File: src/pkg/adcseq_regs.vh
`ifndef ADCSEQ_REGS_VH
`define ADCSEQ_REGS_VH
// converter clock cycles per conversion
`define ADCSEQ_NORM_CYCLES 5'd13
`define ADCSEQ_EXT_CYCLES 5'd25
// sample instant, whole converter cycles after start (plus half cycle)
`define ADCSEQ_NORM_SAMPLE 5'd1
`define ADCSEQ_EXT_SAMPLE 5'd13
// lowest system clock the prescaler serves, kHz
`define ADCSEQ_MIN_SYSCLK_KHZ 100
// selection widths and reset values
`define ADCSEQ_CHAN_W 5
`define ADCSEQ_REF_W 2
`define ADCSEQ_CHAN_RST 5'h00
`define ADCSEQ_REF_RST 2'h0
// first differential channel code, last differential code
`define ADCSEQ_DIFF_FIRST 5'h0b
`define ADCSEQ_DIFF_LAST 5'h1a
// result code limits
`define ADCSEQ_CODE_MAX 10'h3ff
`define ADCSEQ_CODE_MIN 10'h000
`endif

File: src/design/adcseq_prescaler.v
`timescale 1ns/1ps
`default_nettype none
module adcseq_prescaler (
  // clock and reset
  input wire clk,
  input wire nrst,
  // control
  input wire enable,
  input wire [2:0] divide_select,
  // converter clock edges
  output reg rise_pulse,
  output reg fall_pulse
);
  reg [7:0] count_reg;
  reg [7:0] count_next;
  wire [7:0] half;
  wire [7:0] top;
  // power-of-two ratio 2..256
  assign half = 8'h01 << divide_select;
  assign top = half | (half - 8'h01);
  // wrap also when a smaller ratio is picked mid-count
  always @* begin
    count_next = (count_reg >= top) ? 8'h00 : count_reg + 8'h01;
  end
  always @(posedge clk or negedge nrst) begin
    if (!nrst) begin
      count_reg <= 8'h00;
      rise_pulse <= 1'b0;
      fall_pulse <= 1'b0;
    end else if (!enable) begin
      count_reg <= 8'h00;
      rise_pulse <= 1'b0;
      fall_pulse <= 1'b0;
    end else begin
      count_reg <= count_next;
      rise_pulse <= (count_next == 8'h00);
      fall_pulse <= (count_next == half);
    end
  end
endmodule
`default_nettype wire

File: src/design/adcseq_core.v
`include "adcseq_regs.vh"
`timescale 1ns/1ps
`default_nettype none
module adcseq_core (
  // clock and reset
  input wire clk,
  input wire nrst,
  // control bits
  input wire converter_on,
  input wire convert_go_set,
  input wire free_run_select,
  input wire [2:0] clock_divide_select,
  input wire done_irq_enable,
  input wire conv_done_flag_clr,
  input wire cpu_halted,
  // buffered selection writes
  input wire sel_write,
  input wire [4:0] channel_gain_select,
  input wire [1:0] reference_select,
  // result register reads
  input wire result_low_read,
  input wire result_high_read,
  // analog core result (already ratio-scaled, clamped by core)
  input wire [10:0] core_code,
  // status
  output reg convert_go,
  output reg conv_done_flag,
  output reg done_irq,
  output reg [9:0] result_reg,
  // analog side
  output reg [4:0] active_chan,
  output reg [1:0] active_ref,
  output reg sample_hold,
  output reg converting,
  output reg extended_conv
);
  localparam ST_IDLE = 2'b01;
  localparam ST_CONV = 2'b10;
  reg [1:0] state_reg;
  reg [4:0] buf_chan_reg;
  reg [1:0] buf_ref_reg;
  reg [4:0] cyc_reg;
  reg first_reg;
  reg parity_reg;
  reg lock_reg;
  reg sleep_arm_reg;
  reg sleep_pend_reg;
  reg halted_reg;
  wire rise;
  wire fall;
  wire diff_sel;
  wire start_ok;
  wire start_req;
  wire [4:0] last_cyc;
  wire [4:0] samp_cyc;
  wire done_now;
  wire [9:0] code_sat;

  function is_diff;
    input [4:0] ch;
    begin
      is_diff = (ch >= `ADCSEQ_DIFF_FIRST) && (ch <= `ADCSEQ_DIFF_LAST);
    end
  endfunction

  adcseq_prescaler u_presc (
    .clk(clk),
    .nrst(nrst),
    .enable(converter_on),
    .divide_select(clock_divide_select),
    .rise_pulse(rise),
    .fall_pulse(fall)
  );

  assign diff_sel = is_diff(active_chan);
  assign start_ok = rise && (!diff_sel || parity_reg);
  assign start_req = convert_go || (sleep_arm_reg && halted_reg) || sleep_pend_reg;
  assign last_cyc = first_reg ? `ADCSEQ_EXT_CYCLES : `ADCSEQ_NORM_CYCLES;
  assign samp_cyc = first_reg ? `ADCSEQ_EXT_SAMPLE : `ADCSEQ_NORM_SAMPLE;
  assign done_now = (state_reg == ST_CONV) && rise && (cyc_reg == last_cyc);
  assign code_sat = core_code[10] ? `ADCSEQ_CODE_MAX : core_code[9:0];

  // edge parity counted from enable
  always @(posedge clk or negedge nrst) begin
    if (!nrst) begin
      parity_reg <= 1'b0;
      halted_reg <= 1'b0;
    end else begin
      halted_reg <= cpu_halted;
      if (!converter_on)
        parity_reg <= 1'b0;
      else if (rise)
        parity_reg <= ~parity_reg;
    end
  end

  // sleep arming
  always @(posedge clk or negedge nrst) begin
    if (!nrst) begin
      sleep_arm_reg <= 1'b0;
      sleep_pend_reg <= 1'b0;
    end else begin
      sleep_arm_reg <= converter_on && !convert_go && !free_run_select &&
        done_irq_enable && (state_reg == ST_IDLE) && !halted_reg;
      // halt seen, request held until start, halt release or converter off
      if (!converter_on || !halted_reg || (state_reg != ST_IDLE))
        sleep_pend_reg <= 1'b0;
      else if (sleep_arm_reg)
        sleep_pend_reg <= 1'b1;
    end
  end

  // selection buffer and active copy
  always @(posedge clk or negedge nrst) begin
    if (!nrst) begin
      buf_chan_reg <= `ADCSEQ_CHAN_RST;
      buf_ref_reg <= `ADCSEQ_REF_RST;
      active_chan <= `ADCSEQ_CHAN_RST;
      active_ref <= `ADCSEQ_REF_RST;
    end else begin
      if (sel_write) begin
        buf_chan_reg <= channel_gain_select;
        buf_ref_reg <= reference_select;
      end
      if (!lock_reg) begin
        active_chan <= buf_chan_reg;
        active_ref <= buf_ref_reg;
      end
    end
  end

  // conversion sequencer
  always @(posedge clk or negedge nrst) begin
    if (!nrst) begin
      state_reg <= ST_IDLE;
      cyc_reg <= 5'h00;
      first_reg <= 1'b1;
      lock_reg <= 1'b0;
      convert_go <= 1'b0;
      sample_hold <= 1'b0;
      converting <= 1'b0;
      extended_conv <= 1'b0;
    end else if (!converter_on) begin
      state_reg <= ST_IDLE;
      cyc_reg <= 5'h00;
      first_reg <= 1'b1;
      lock_reg <= 1'b0;
      convert_go <= convert_go_set;
      sample_hold <= 1'b0;
      converting <= 1'b0;
      extended_conv <= 1'b0;
    end else begin
      if (convert_go_set)
        convert_go <= 1'b1;
      sample_hold <= 1'b0;
      case (state_reg)
        ST_IDLE: begin
          if (start_req && start_ok) begin
            state_reg <= ST_CONV;
            cyc_reg <= 5'h01;
            lock_reg <= 1'b1;
            converting <= 1'b1;
            extended_conv <= first_reg;
            convert_go <= 1'b1;
          end
        end
        ST_CONV: begin
          // sample on falling edge after whole cycles
          if (fall && (cyc_reg == samp_cyc + 5'h01))
            sample_hold <= 1'b1;
          if (rise) begin
            cyc_reg <= cyc_reg + 5'h01;
            if (cyc_reg == last_cyc - 5'h01)
              lock_reg <= 1'b0;
          end
          if (done_now) begin
            first_reg <= 1'b0;
            extended_conv <= 1'b0;
            if (free_run_select) begin
              cyc_reg <= 5'h01;
              lock_reg <= 1'b1;
            end else begin
              state_reg <= ST_IDLE;
              cyc_reg <= 5'h00;
              converting <= 1'b0;
              convert_go <= convert_go_set;
            end
          end
        end
        default: begin
          state_reg <= ST_IDLE;
        end
      endcase
    end
  end

  // results, flag and interrupt
  reg rd_lock_reg;
  always @(posedge clk or negedge nrst) begin
    if (!nrst) begin
      result_reg <= `ADCSEQ_CODE_MIN;
      conv_done_flag <= 1'b0;
      rd_lock_reg <= 1'b0;
      done_irq <= 1'b0;
    end else begin
      // low read locks, high read unlocks
      if (result_low_read)
        rd_lock_reg <= 1'b1;
      else if (result_high_read)
        rd_lock_reg <= 1'b0;
      if (done_now && !rd_lock_reg && !result_low_read)
        result_reg <= code_sat;
      // set wins over clear
      if (done_now)
        conv_done_flag <= 1'b1;
      else if (conv_done_flag_clr)
        conv_done_flag <= 1'b0;
      done_irq <= done_irq_enable && (conv_done_flag || done_now) &&
        !(conv_done_flag_clr && !done_now);
    end
  end
endmodule
`default_nettype wire

File: config.mk
export PLATFORM = sky130hd
export DESIGN_NAME = adcseq_core
export DESIGN_NICKNAME = d
export VERILOG_FILES = /design/src/design/adcseq_prescaler.v /design/src/design/adcseq_core.v
export VERILOG_INCLUDE_DIRS = /design/src /design/src/pkg
export SDC_FILE = /design/constraint.sdc
export NUM_CORES = 1
export LEC_CHECK = 0
export ABC_CLOCK_PERIOD_IN_PS = 4250
export BUFFER_PORTS_ARGS = -buffer_cell sky130_fd_sc_hd__buf_4
export CAP_MARGIN = 20
export CORE_MARGIN = 4
export CORE_UTILIZATION = 39
export DETAILED_ROUTE_END_ITERATION = 10
export SYNTH_ARGS = -nofsm -noshare
export SYNTH_HDL_FRONTEND = slang
export SYNTH_SLANG_ARGS = --single-unit
File: constraint.sdc
create_clock -name clk -period 4.25 [get_ports clk]
set_input_delay 0.85 -clock clk [delete_from_list [all_inputs] [get_ports clk]]
set_output_delay 0.85 -clock clk [all_outputs]
set_load 0.01 [all_outputs]
==> flow_results.org, run 1 <==
** Detailed routing
- Violation count after the first detailed-route iteration :: between 100 and 150
- In the routed layout, each cell is associated on average with a via count of approximately 5.4.
- The first detailed-routing pass took 5 iterations.
- Drt drc :: 0
- Mean routed wirelength per cell :: 14.8 um
- Once detail routing completed, the nets flagged for antenna violations numbered 0.
- Summed over all layers, the routed wires come to 6550 um.
- The final route contains 2375 vias.

** Timing
- Clock period minus worst slack :: 2.65 ns
- Of the available clock period, the critical path in the final layout requires 62.2%.
- Least-Margin Pin Slew :: around 0.73 ns
- Unrepaired setup endpoints after global routing :: false
- Based on the critical path, the design can be clocked at up to 0.378 GHz.
- Adding up every negative setup slack in the final design gives 0 ns.
- Measured against its own limit, the worst slew margin works out to between 50% and 60%.
- The final count of pins violating max slew came to 0.
- Layout Skew :: 0.0107 ns
- Final-report hold violation count :: 0
- Setup violations remaining at the end of the flow were counted as 0.

** Clock network
- CTS root buffer :: clkbuf_8
- The H-tree generated during clock tree synthesis spans 2 levels.
- Clock-pin slew reported for the worst setup and hold paths after clock tree synthesis :: about 0.10 ns
- Buffers added to address setup during post-CTS repair amount to 0.
- For the worst-skew pair, the clock arrives at the later sink with an insertion delay of 0.30 ns.
- Post-CTS repair changed the size of 0 cells.
- Total clock sinks :: 54
- TritonCTS built the clock tree.
- Cts-stage hold buffer count :: 0
- Number of CTS-inserted buffers :: 5
- Number of buffers between clock root and the deepest sink :: 2

** Worst setup path
- Critical path arrival :: approximately 2.9 ns
- The endpoint identified for the worst register-to-register timing path is u_presc.fall_pulse.
- STA classifies the critical path startpoint as a primary input.
- Internal reg-to-reg setup slack :: 1.85 ns
- Of all nets on the critical path, the largest fanout is 15.
- Critical R2R Launch :: u_presc.count_reg[0]
- Kind of end point of the critical path :: flip-flop
- R2R depth :: 7
- STA puts the critical path data required time at ~4.5 ns.
- Setup Crit Path Kind :: in2reg

** Die
- After floorplanning, the core was sized to cover 0.00725 mm^2.
- Die Area :: 0.00893 mm^2
- FP Rows :: 31
- Pin placement for this block handled 55 I/O pins.
- Width of the die :: around 95 um
- In this run the vertical extent of the chip is 94.5 um.
- Once the floorplan was initialized, standard cells occupied 40.2% of the core.

** Min path
- For hold timing, the worst endpoint is rd_lock_reg.
- The startpoint identified for the worst hold timing path is rd_lock_reg.
- Counting instances, the worst hold path has a depth of 1.
- The tightest min-delay check is of the reg2reg type.

** Placed design
- Post-Place Cells :: 435
- Placed cell area :: 0.00339 mm^2
- Detailed placement ended at an HPWL of 4790 um.
- GP Congestion :: about 0.9
- In this run the tool buffered the top-level ports with 54 buffer cells.

** Final layout
- Post-layout net count :: between 300 and 400
- Fraction of layout cells with a size suffix above 1 :: 23.6%
- 0 antenna diodes ended up in the layout.
- Number of flip-flops under the largest register name :: 10
- The area growth from synthesis to layout is 18.9%.
- Fill cell count :: 700
- Summing all non-filler instances in the final layout gives an area of around 0.0035 mm^2.
- Excluding fillers, the count of instances in the completed layout stands at 442.

** Synth
- Count of state elements after synthesis :: 54
- Largest cells by area after synthesis :: dfrtp_1, ha_1, mux2_2
- Synthesized area per cell :: 9.86 um^2
- Cell count after synthesis :: 296
- Syn Nets :: between 300 and 400
- Distinct cells, synth :: 52
- For this run, asynchronously set or reset flops after synthesis account for 100%.
- Summing every instance area after synthesis gives 0.00292 mm^2.
- For this run, the number of Yosys warnings is 0.
- Share of the synthesized area in the top cell type :: between 40 and 50%
- Post-synth EDFFs :: 0
- Most common flop cell mapped by yosys :: dfrtp_1
- Of all cell types, the one taking the most synthesized area is dfrtp_1.
- Summing the sequential cell areas from Yosys gives around 46% of the chip area.

** GRT
- First-pass GRT wire length :: 10900 um
- Grt total ovfl :: 0
- The number of global-route vias before repair is approximately 2300.
- The initial antenna violation count was 0.
- Entering global routing, the biggest net connects 55 pins.
- Gr usage total :: 15.2%

** Pwr
- Total Power :: 1.38 mW
- Peak supply drop :: 152 uV
- Total power per unit cell area :: 396 mW/mm^2
- For this design the static power due to leakage is 1.61 nW.

** Status
- The flow ran to the end, and the final reports show no timing, DRC or antenna violations.

** Flow run
- Number of maximum-capacitance constraint violations :: 0
## logic make-up after synthesis
family	Yosys count	synth area share, %
DFF	54	46.4
xor gates and xnor gates	10	3.00
adders and majority gates	14	6.00
buffers and inverters	30	4.11
AOI/OAI and AO/OA	73	17.0
and+or+nand+nor	99	17.4
muxes	16	6.13
## placed cells by master (no fill, tap or decap), types with 4 or more instances in the layout
cell type and instances:
nand3_1 8, nor3_1 4, inv_1 16, nor2_1 33, a21o_1 5, buf_4 54, dfrtp_1 52, xor2_1 6
o21ai_1 15, and3_1 5, o21a_1 4, nand2_1 22, a21oi_1 11, xnor2_1 4, clkbuf_8 5, ha_1 14
o21ai_0 10, a211oi_1 5, mux2_2 14
## per-layer routing
| layer | wire length [um] | up-vias | track usage (%) |
|---|---|---|---|
| met5 | 0 | - | 0 |
| met4 | 78 | 0 | 3.49 |
| met3 | 442 | 9 | 2.71 |
| met2 | 2900 | 77 | 24.3 |
| met1 | 3130 | 1138 | 21.4 |
| li1 | - | 1151 | - |
## where the power goes
| group | switching (mW) | internal [mW] |
|---|---|---|
| Sequential | 0.0766 | 0.592 |
| Combinational | 0.218 | 0.207 |
| Clock | 0.169 | 0.113 |
| Total | 0.463 | 0.912 |
## critical path, stage by stage
cell	delay, ns
buf_4	0.17
nor3_1	0.29
ha_1	0.29
a211oi_1	0.24
o21a_1	0.21
o21ai_1	0.18
o32ai_1	0.30
o32ai_1	0.13
nor4_2	0.21
## layout make-up
type,count,area (um^2),area share (%)
timing repair buffer,54,405,11.7
multi-input combinational,212,1450,41.6
sequential,54,1350,39.0
clock buffer,5,68.8,1.98
clock inverter,2,15.0,0.432
inverter,16,60.1,1.73
tap,99,124,3.57
## synthesized netlist by cell type, types with 3 or more instances
master and count:
dfrtp_1 52, nor2_1 33, nand2_1 22, inv_1 16
o21ai_1 15, ha_1 14, mux2_2 14, a21oi_1 11
clkbuf_1 11, o21ai_0 10, nand3_1 8, xor2_1 6
a211oi_1 5, a21o_1 5, and3_1 5, nor3_1 4
o21a_1 4, xnor2_1 4, and2_1 3, nand2b_1 3
nand4_1 3, nor3b_1 3, o2111ai_1 3, o22ai_1 3
or3_1 3
## through the flow
step | setup slack, ns | hold WS, ns | util, %
floorplan | 1.48 | 0.424 | -
global placement | 1.38 | 0.460 | 46.7
global route | 1.44 | 0.511 | 47.9
finish | 1.60 | 0.484 | 47.9
detailed placement | 1.28 | 0.466 | 46.7
CTS | 1.61 | 0.490 | 47.9
## worst max path at each step
stage / end / start
after floorplan: u_presc.fall_pulse / clock_divide_select[2]
after global placement: u_presc.fall_pulse / clock_divide_select[2]
after detailed placement: u_presc.fall_pulse / clock_divide_select[2]
after CTS: u_presc.fall_pulse / clock_divide_select[2]
after global routing: u_presc.fall_pulse / clock_divide_select[2]
final: u_presc.fall_pulse / clock_divide_select[2]
Note: power is estimated with default switching activity, not from simulation.
==> inputs of run 2 (changes only) <==
Settings changed: ABC_CLOCK_PERIOD_IN_PS 4250 to 2630.
Clock period 4.25 ns to 2.63 ns, I/O delays scaled along.
==> flow_results.org, run 2 (synthesized netlist as in run 1, its figures left out) <==
** Status
- The flow ran to the end, and the final reports show no timing, DRC or antenna violations.

** Timing
- Static timing analysis puts the maximum clock frequency at 0.427 GHz.
- In the finished design, the share of the clock period the worst path needs comes to 89.1%.
- The tightest hold margin is 0.237 ns (-0.247 ns).
- Setup WS post-layout :: 0.288 ns (-1.32 ns)
- Layout Skew :: 0.00874 ns (-0.00194 ns)
- The total count of hold-check failures in the final report is 0 (unchanged).
- Subtracting the final worst setup slack from the clock period gives 2.34 ns.
- Pins over their slew limit :: 0 (unchanged)
- The setup-violating endpoint count in the final report came to 0 (unchanged).
- The actual transition at the worst max-transition pin came to 0.672 ns (-0.0589 ns).
- Rel. slew slack :: 55.2% (+4.0 points)
- The accumulated negative setup slack is 0 ns (unchanged).
- Setup repair after global routing left no endpoint under its margin.

** Clock network
- The number of gates resized after CTS came to 0 (unchanged).
- The total CTS buffers came to 5 (unchanged).
- Total clock sinks :: 54 (unchanged)
- CTS root buffer :: clkbuf_8
- Clock latency at the later pin of the worst-skew pair :: 0.31 ns (about the same)
- Number of buffers between clock root and the deepest sink :: 2 (unchanged)
- Cts-stage hold buffer count :: 0 (unchanged)
- CTS H-tree lvls :: 2 (unchanged)
- The count of buffers added by post-CTS timing repair for setup is 0 (unchanged).
- The post-CTS clock slew at the launch and capture registers of the worst setup and hold paths was 0.10 ns (about the same).
- CTS tree :: built

** Die
- Effective utilization at floorplan :: 40.2% (unchanged)
- The core footprint was 0.00725 mm^2 (unchanged).
- Width of the die :: 94.5 um (unchanged)
- Die Area :: 0.00893 mm^2 (unchanged)
- FP Rows :: 31 (unchanged)
- The height of the die was 94.5 um (unchanged).
- The number of primary I/O pins is 55 (unchanged).

** Placed design
- The post-DP HPWL is 4930 um (+3.0%).
- The weighted congestion at the end of routability-driven global placement was 0.946 (+5.2%).
- The placed cell area is 0.00343 mm^2 (+1.3%).
- The placement-stage worst setup slack is 0.0218 ns (-1.26 ns).
- Post-Place Cells :: 441 (+1.4%)
- Port Buffer Count :: 54 (unchanged)

** Detailed routing
- The detailed-router iteration count before antenna repair is 4 (-1).
- Vias after detailed routing :: 2379 (+0.17%)
- The remaining antenna violation count after routing was 0 (unchanged).
- Routed Wire Length :: 6620 um (+0.99%)
- The total DRC errors in the routed layout came to 0 (unchanged).
- The detailed-route wire length per cell was 14.7 um (-0.58%).
- The count of routing violations after the opening detailed-route iteration is 101 (-20%).
- The vias per cell is 5.30 (-1.4%).

** Final layout
- Fill cell count :: 692 (-1.1%)
- Finished Cell Area :: 0.00353 mm^2 (+1.7%)
- Antenna Cells :: 0 (unchanged)
- The flip-flop count of the largest register, all copies and words added was 10 (unchanged).
- The library cell used most frequently in the layout, excluding fill and tap cells, is buf_4.
- Relative to the synthesized area, the layout overhead comes to 21.0%.
- The share of post-route cells with drive strength above 1 came to 25.1% (+1.5 points).
- In the layout the commonest cells are buf_4, dfrtp_1, nor2_1.
- The net total in the final layout was 395 (+1.5%).
- The post-layout utilization of the core is 48.7% (+0.83 points).
- The number of standard cells in the layout, taps in and fillers out is 449 (+1.6%).

** Worst setup path
- The arrival time of data at the critical path endpoint was 2.57 ns (-0.30 ns).
- Kind of end point of the critical path :: flip-flop
- In this run the critical register-to-register path is launched from u_presc.count_reg[6].
- Maximum fanout along the worst path :: 10 (-5)
- R2R depth :: 7 (unchanged)
- The worst setup path is of the in2reg kind.
- Peak per-stage delay on the critical path :: 0.33 ns (+0.03 ns)
- The critical path goes through buf_4, nor3_1, ha_1, a211oi_1, o21a_1, o21ai_1, o32ai_1, o32ai_1, nor4_2.
- Cell with the biggest individual delay on the critical path :: o32ai_1
- The register-to-register setup slack came to 0.34 ns (-1.51 ns).
- Kind of start point of the critical path :: primary input
- The cell that appears most often on the critical path is o32ai_1.
- The endpoint identified for the worst register-to-register timing path is u_presc.fall_pulse.
- The endpoint required time on the critical path is 2.86 ns (-1.61 ns).

** Pwr
- Peak supply drop :: 348 uV (+130%)
- The post-route total power was 2.28 mW (+66%).
- Switching power :: 759 uW (+64%)
- Comb pwr share :: 30.7% (-0.2 points)
- The leakage power total is 1.65 nW (+2.5%).
- Switching share of total power :: 33.3% (-0.36 points)
- Clock group share of total power :: 22.0% (+1.5 points)
- The total power divided by cell area is 645 mW/mm^2 (+63%).
- The internal power of the cells was 1.52 mW (+66%).
- Part of the total power dissipated in sequential elements :: 47.4% (-1.2 points)

** Min path
- The path class of the tightest hold or removal check is in2async.

** GRT
- The largest net degree at the start of global routing came to 55 (unchanged).
- Antenna violations before repair :: 0 (unchanged)
- The number of global-route vias before repair came to 2304 (+0.96%).
- Grt total ovfl :: 0 (unchanged)
- Gr usage total :: 15.4% (+0.25 points)
- First-pass GRT wire length :: 10900 um (+0.13%)

** Flow run
- Number of maximum-capacitance constraint violations :: 0 (unchanged)
## run 2: changes by cell type in the layout (fill, tap and decap cells not counted), sizes merged
cell,delta
buf,+6
clkbuf,+1
clkinvlp,-1
inv,+1
## run 2: worst max-delay path by stage
stage                      startpoint                 end  slack (ns)
2_1_floorplan  clock_divide_select[2]  u_presc.fall_pulse        0.18
3_3_place_gp   clock_divide_select[2]  u_presc.fall_pulse        0.10
3_5_place_dp   clock_divide_select[2]  u_presc.fall_pulse        0.02
4_1_cts        clock_divide_select[2]  u_presc.fall_pulse        0.34
5_1_grt        clock_divide_select[2]  u_presc.fall_pulse        0.07
6_report       clock_divide_select[2]  u_presc.fall_pulse        0.29
## run 2: layout make-up
type                    instances  area, um^2  area share [%]
clock buffers                   6        82.6            2.34
clock inverters                 2        16.3           0.461
inverters                      16        60.1            1.70
multi-input cells             212        1450            40.9
flip-flops and latches         54        1350            38.3
well taps                      99         124            3.51
repair buffers                 60         450            12.8
## run 2: per-layer routing
metal | vias up | GRT usage (%) | share of wire (%)
met5 | - | 0 | 0
met4 | 0 | 5.65 | 1.9
met3 | 10 | 3.03 | 6.6
met2 | 76 | 23.9 | 44
met1 | 1132 | 21.4 | 48
li1 | 1161 | - | -
## run 2: power groups by stage
stage	sequential, mW	clock, mW	combinational (mW)
finish	1.08	0.500	0.698
global placement	1.09	0	0.694
detailed placement	1.10	0	0.699
global route	1.10	0.549	0.779
CTS	1.08	0.522	0.704
floorplan	1.08	0	0.417
## run 2: critical path, delay by kind of cell
family | cells | cell delay, ns
AOI/OAI and AO/OA | 5 | 1.09
adders and majority gates | 1 | 0.30
buffers and inverters | 1 | 0.14
and+or+nand+nor | 2 | 0.51
==> inputs of run 3 (changes only) <==
Settings changed: CTS_BUF_LIST set to sky130_fd_sc_hd__clkbuf_8, PLACE_DENSITY set to 0.67.
==> flow_results.org, run 3 (synthesized netlist as in run 1, its figures left out) <==
** Detailed routing
- The count of routing violations after the opening detailed-route iteration was 142 (+41%).
- The vias per cell is 5.21 (-1.7%).
- Mean routed wirelength per cell :: 14.2 um (-3.4%)
- The overall via count from detail_route came to 2338 (-1.7%).
- The detailed-router iteration count before antenna repair was 4 (unchanged).
- The final wirelength was 6390 um (-3.4%).
- Drt drc :: 0 (unchanged)
- Number of nets with antenna violations after detailed routing :: 0 (unchanged)

** Worst setup path
- Cell with the biggest individual delay on the critical path :: o32ai_1
- Grouping stages by cell kind, the critical path spends the most delay in compound AO/OA/AOI/OAI gates.
- The total number of cells along the worst setup path is 9 (unchanged).
- Library cell appearing most often on the critical path :: o32ai_1
- Peak per-stage delay on the critical path :: 0.32 ns (about the same)
- The buffering stage count on the worst path with inverters included came to 1 (unchanged).
- The arrival time of data at the critical path endpoint was 2.55 ns (-0.02 ns).
- Setup Crit Path Kind :: in2reg
- Kind of end point of the critical path :: flip-flop
- Req. time, crit path :: 2.84 ns (-0.02 ns)
- The critical path goes through buf_4, nor3_1, ha_1, a211oi_1, o21a_1, o21ai_1, o32ai_1, o32ai_1, nor4_2.
- Kind of start point of the critical path :: primary input
- The worst reg-to-reg path cell count came to 7 (unchanged).
- Maximum fanout along the worst path :: 9 (-1)

** Final layout
- Fill cell count :: 685 (-1.0%)
- The net total in the final layout came to 395 (unchanged).
- Area added between synthesis and finish :: 20.8%
- Antenna Cells :: 0 (unchanged)
- Finished Cell Area :: 0.00353 mm^2 (-0.18%)
- The flip-flop count of the largest register, all copies and words added came to 10 (unchanged).
- The library cell used most frequently in the layout, excluding fill and tap cells, is buf_4.
- The share of post-route cells with drive strength above 1 came to 25.1% (unchanged).
- In the layout the commonest cells are buf_4, dfrtp_1, nor2_1.

** Pwr
- Total Power :: 2.24 mW (-1.5%)
- Switching power :: 754 uW (-0.69%)
- Switching share of total power :: 33.6% (+0.26 points)
- The clock share of power is 21.1% (-0.9 points).
- Static leakage :: 1.64 nW (-0.47%)
- The total power divided by cell area came to 636 mW/mm^2 (-1.3%).
- The internal power of the cells was 1.49 mW (-1.8%).
- Peak supply drop :: 285 uV (-18%)
- Part of the total power dissipated in sequential elements :: 47.7% (+0.3 points)
- The combinational power share is 31.2% (+0.5 points).

** Timing
- The highest attainable clock frequency is 0.427 GHz (about the same).
- Number of setup violations in the final report :: 0 (unchanged)
- The accumulated negative setup slack is 0 ns (unchanged).
- The actual transition at the worst max-transition pin came to 0.671 ns (-0.000785 ns).
- Period Utilization, post-route :: 89.0% (about the same)
- Pins over their slew limit :: 0 (unchanged)
- Layout Skew :: 0.00866 ns (-0.0000865 ns)
- Final-report hold violation count :: 0 (unchanged)
- Clock period minus worst slack :: 2.34 ns (-0.00119 ns)
- Rel. slew slack :: 55.3% (about the same)
- Setup repair after global routing left no endpoint under its margin.

** Clock network
- CTS root buffer :: clkbuf_8
- The CTS H-tree depth is 2 (unchanged).
- CTS-repair resized insts :: 0 (unchanged)
- The total CTS buffers came to 5 (unchanged).
- Cts-stage hold buffer count :: 0 (unchanged)
- The post-CTS clock slew at the launch and capture registers of the worst setup and hold paths was 0.10 ns (about the same).
- Post-CTS Setup Repair Bufs :: 0 (unchanged)
- TritonCTS built the clock tree.
- The clock latency of the later-clocked register in the worst-skew pair is 0.31 ns (about the same).
- Total clock sinks :: 54 (unchanged)
- The number of buffers on the longest clock path was 2 (unchanged).

** Placed design
- Port Buffer Count :: 54 (unchanged)
- The weighted congestion at the end of routability-driven global placement is 0.865 (-8.6%).
- The placed cell area came to 0.00343 mm^2 (unchanged).
- HPWL after detailed placement :: 4830 um (-2.0%)

** Die
- The width of the die was 94.5 um (unchanged).
- The effective utilization at floorplan was 40.2% (unchanged).
- The count of standard-cell rows was 31 (unchanged).
- The core footprint is 0.00725 mm^2 (unchanged).
- Die Area :: 0.00893 mm^2 (unchanged)
- Number of placed I/O pins :: 55 (unchanged)
- Die height :: 94.5 um (unchanged)

** Min path
- In this run the worst hold path is classified as in2async.

** GRT
- The largest net degree at the start of global routing is 55 (unchanged).
- The first-pass GRT wire length is 11000 um (+1.1%).
- The initial antenna violation count came to 0 (unchanged).
- Via count of the first global-routing pass :: 2292 (-0.52%)
- Grt total ovfl :: 0 (unchanged)
- The all-layer global routing usage was 15.3% (-0.16 points).

** Status
- The flow ran to the end, and the final reports show no timing, DRC or antenna violations.

** Flow run
- Number of maximum-capacitance constraint violations :: 0 (unchanged)
-- run 3: cell types whose count changed in the layout (fill, tap and decap cells not counted), sizes merged --
cell / before / now
clkbuf: 6 / 5
clkinvlp: 1 / 2
-- run 3: area by class of cell --
class                           count  area, um^2  share of cell area [%]
Clock inverter                      3        23.8                   0.674
Sequential cell                    54        1350                    38.4
Clock buffer                        5        68.8                    1.95
Tap cell                           99         124                    3.51
Timing Repair Buffer               60         450                    12.8
Inverter                           16        60.1                    1.70
Multi-Input combinational cell    212        1450                    41.0
-- run 3: per-layer routing --
layer	share of wire, %	global-route usage [%]	vias up
met3	6.6	3.11	8
li1	-	-	1164
met2	46	25.3	65
met5	0	0	-
met4	1.3	3.97	0
met1	46	20.4	1101
-- run 3: power groups by stage --
stage / registers, mW / logic [mW] / clock network, mW
floorplan: 1.08 / 0.417 / 0
global placement: 1.08 / 0.687 / 0
detailed placement: 1.09 / 0.701 / 0
CTS: 1.07 / 0.705 / 0.493
global route: 1.09 / 0.788 / 0.524
finish: 1.07 / 0.700 / 0.474
-- run 3: stage by stage --
step           hold slack (ns)  instances  setup WS [ns]  util [%]
3_3_place_gp             0.443        441         0.0713      47.3
2_1_floorplan            0.230        296          0.183         -
5_1_grt                  0.287        449          0.106      48.6
3_5_place_dp             0.448        441        0.00622      47.3
6_report                 0.250        449          0.289      48.6
4_1_cts                  0.267        449          0.331      48.6
-- run 3: path summary, 6_finish.rpt --
check | from | to | slack [ns]
max | clock_divide_select[2] | u_presc.fall_pulse | 0.29
min | nrst | buf_chan_reg[0] | 0.25
max reg2reg | u_presc.count_reg[6] | u_presc.fall_pulse | 0.31
min reg2reg | halted_reg | sleep_arm_reg | 0.46
max in group asynchronous | nrst | u_presc.count_reg[3] | 1.94
min in group clk | cpu_halted | halted_reg | 0.32
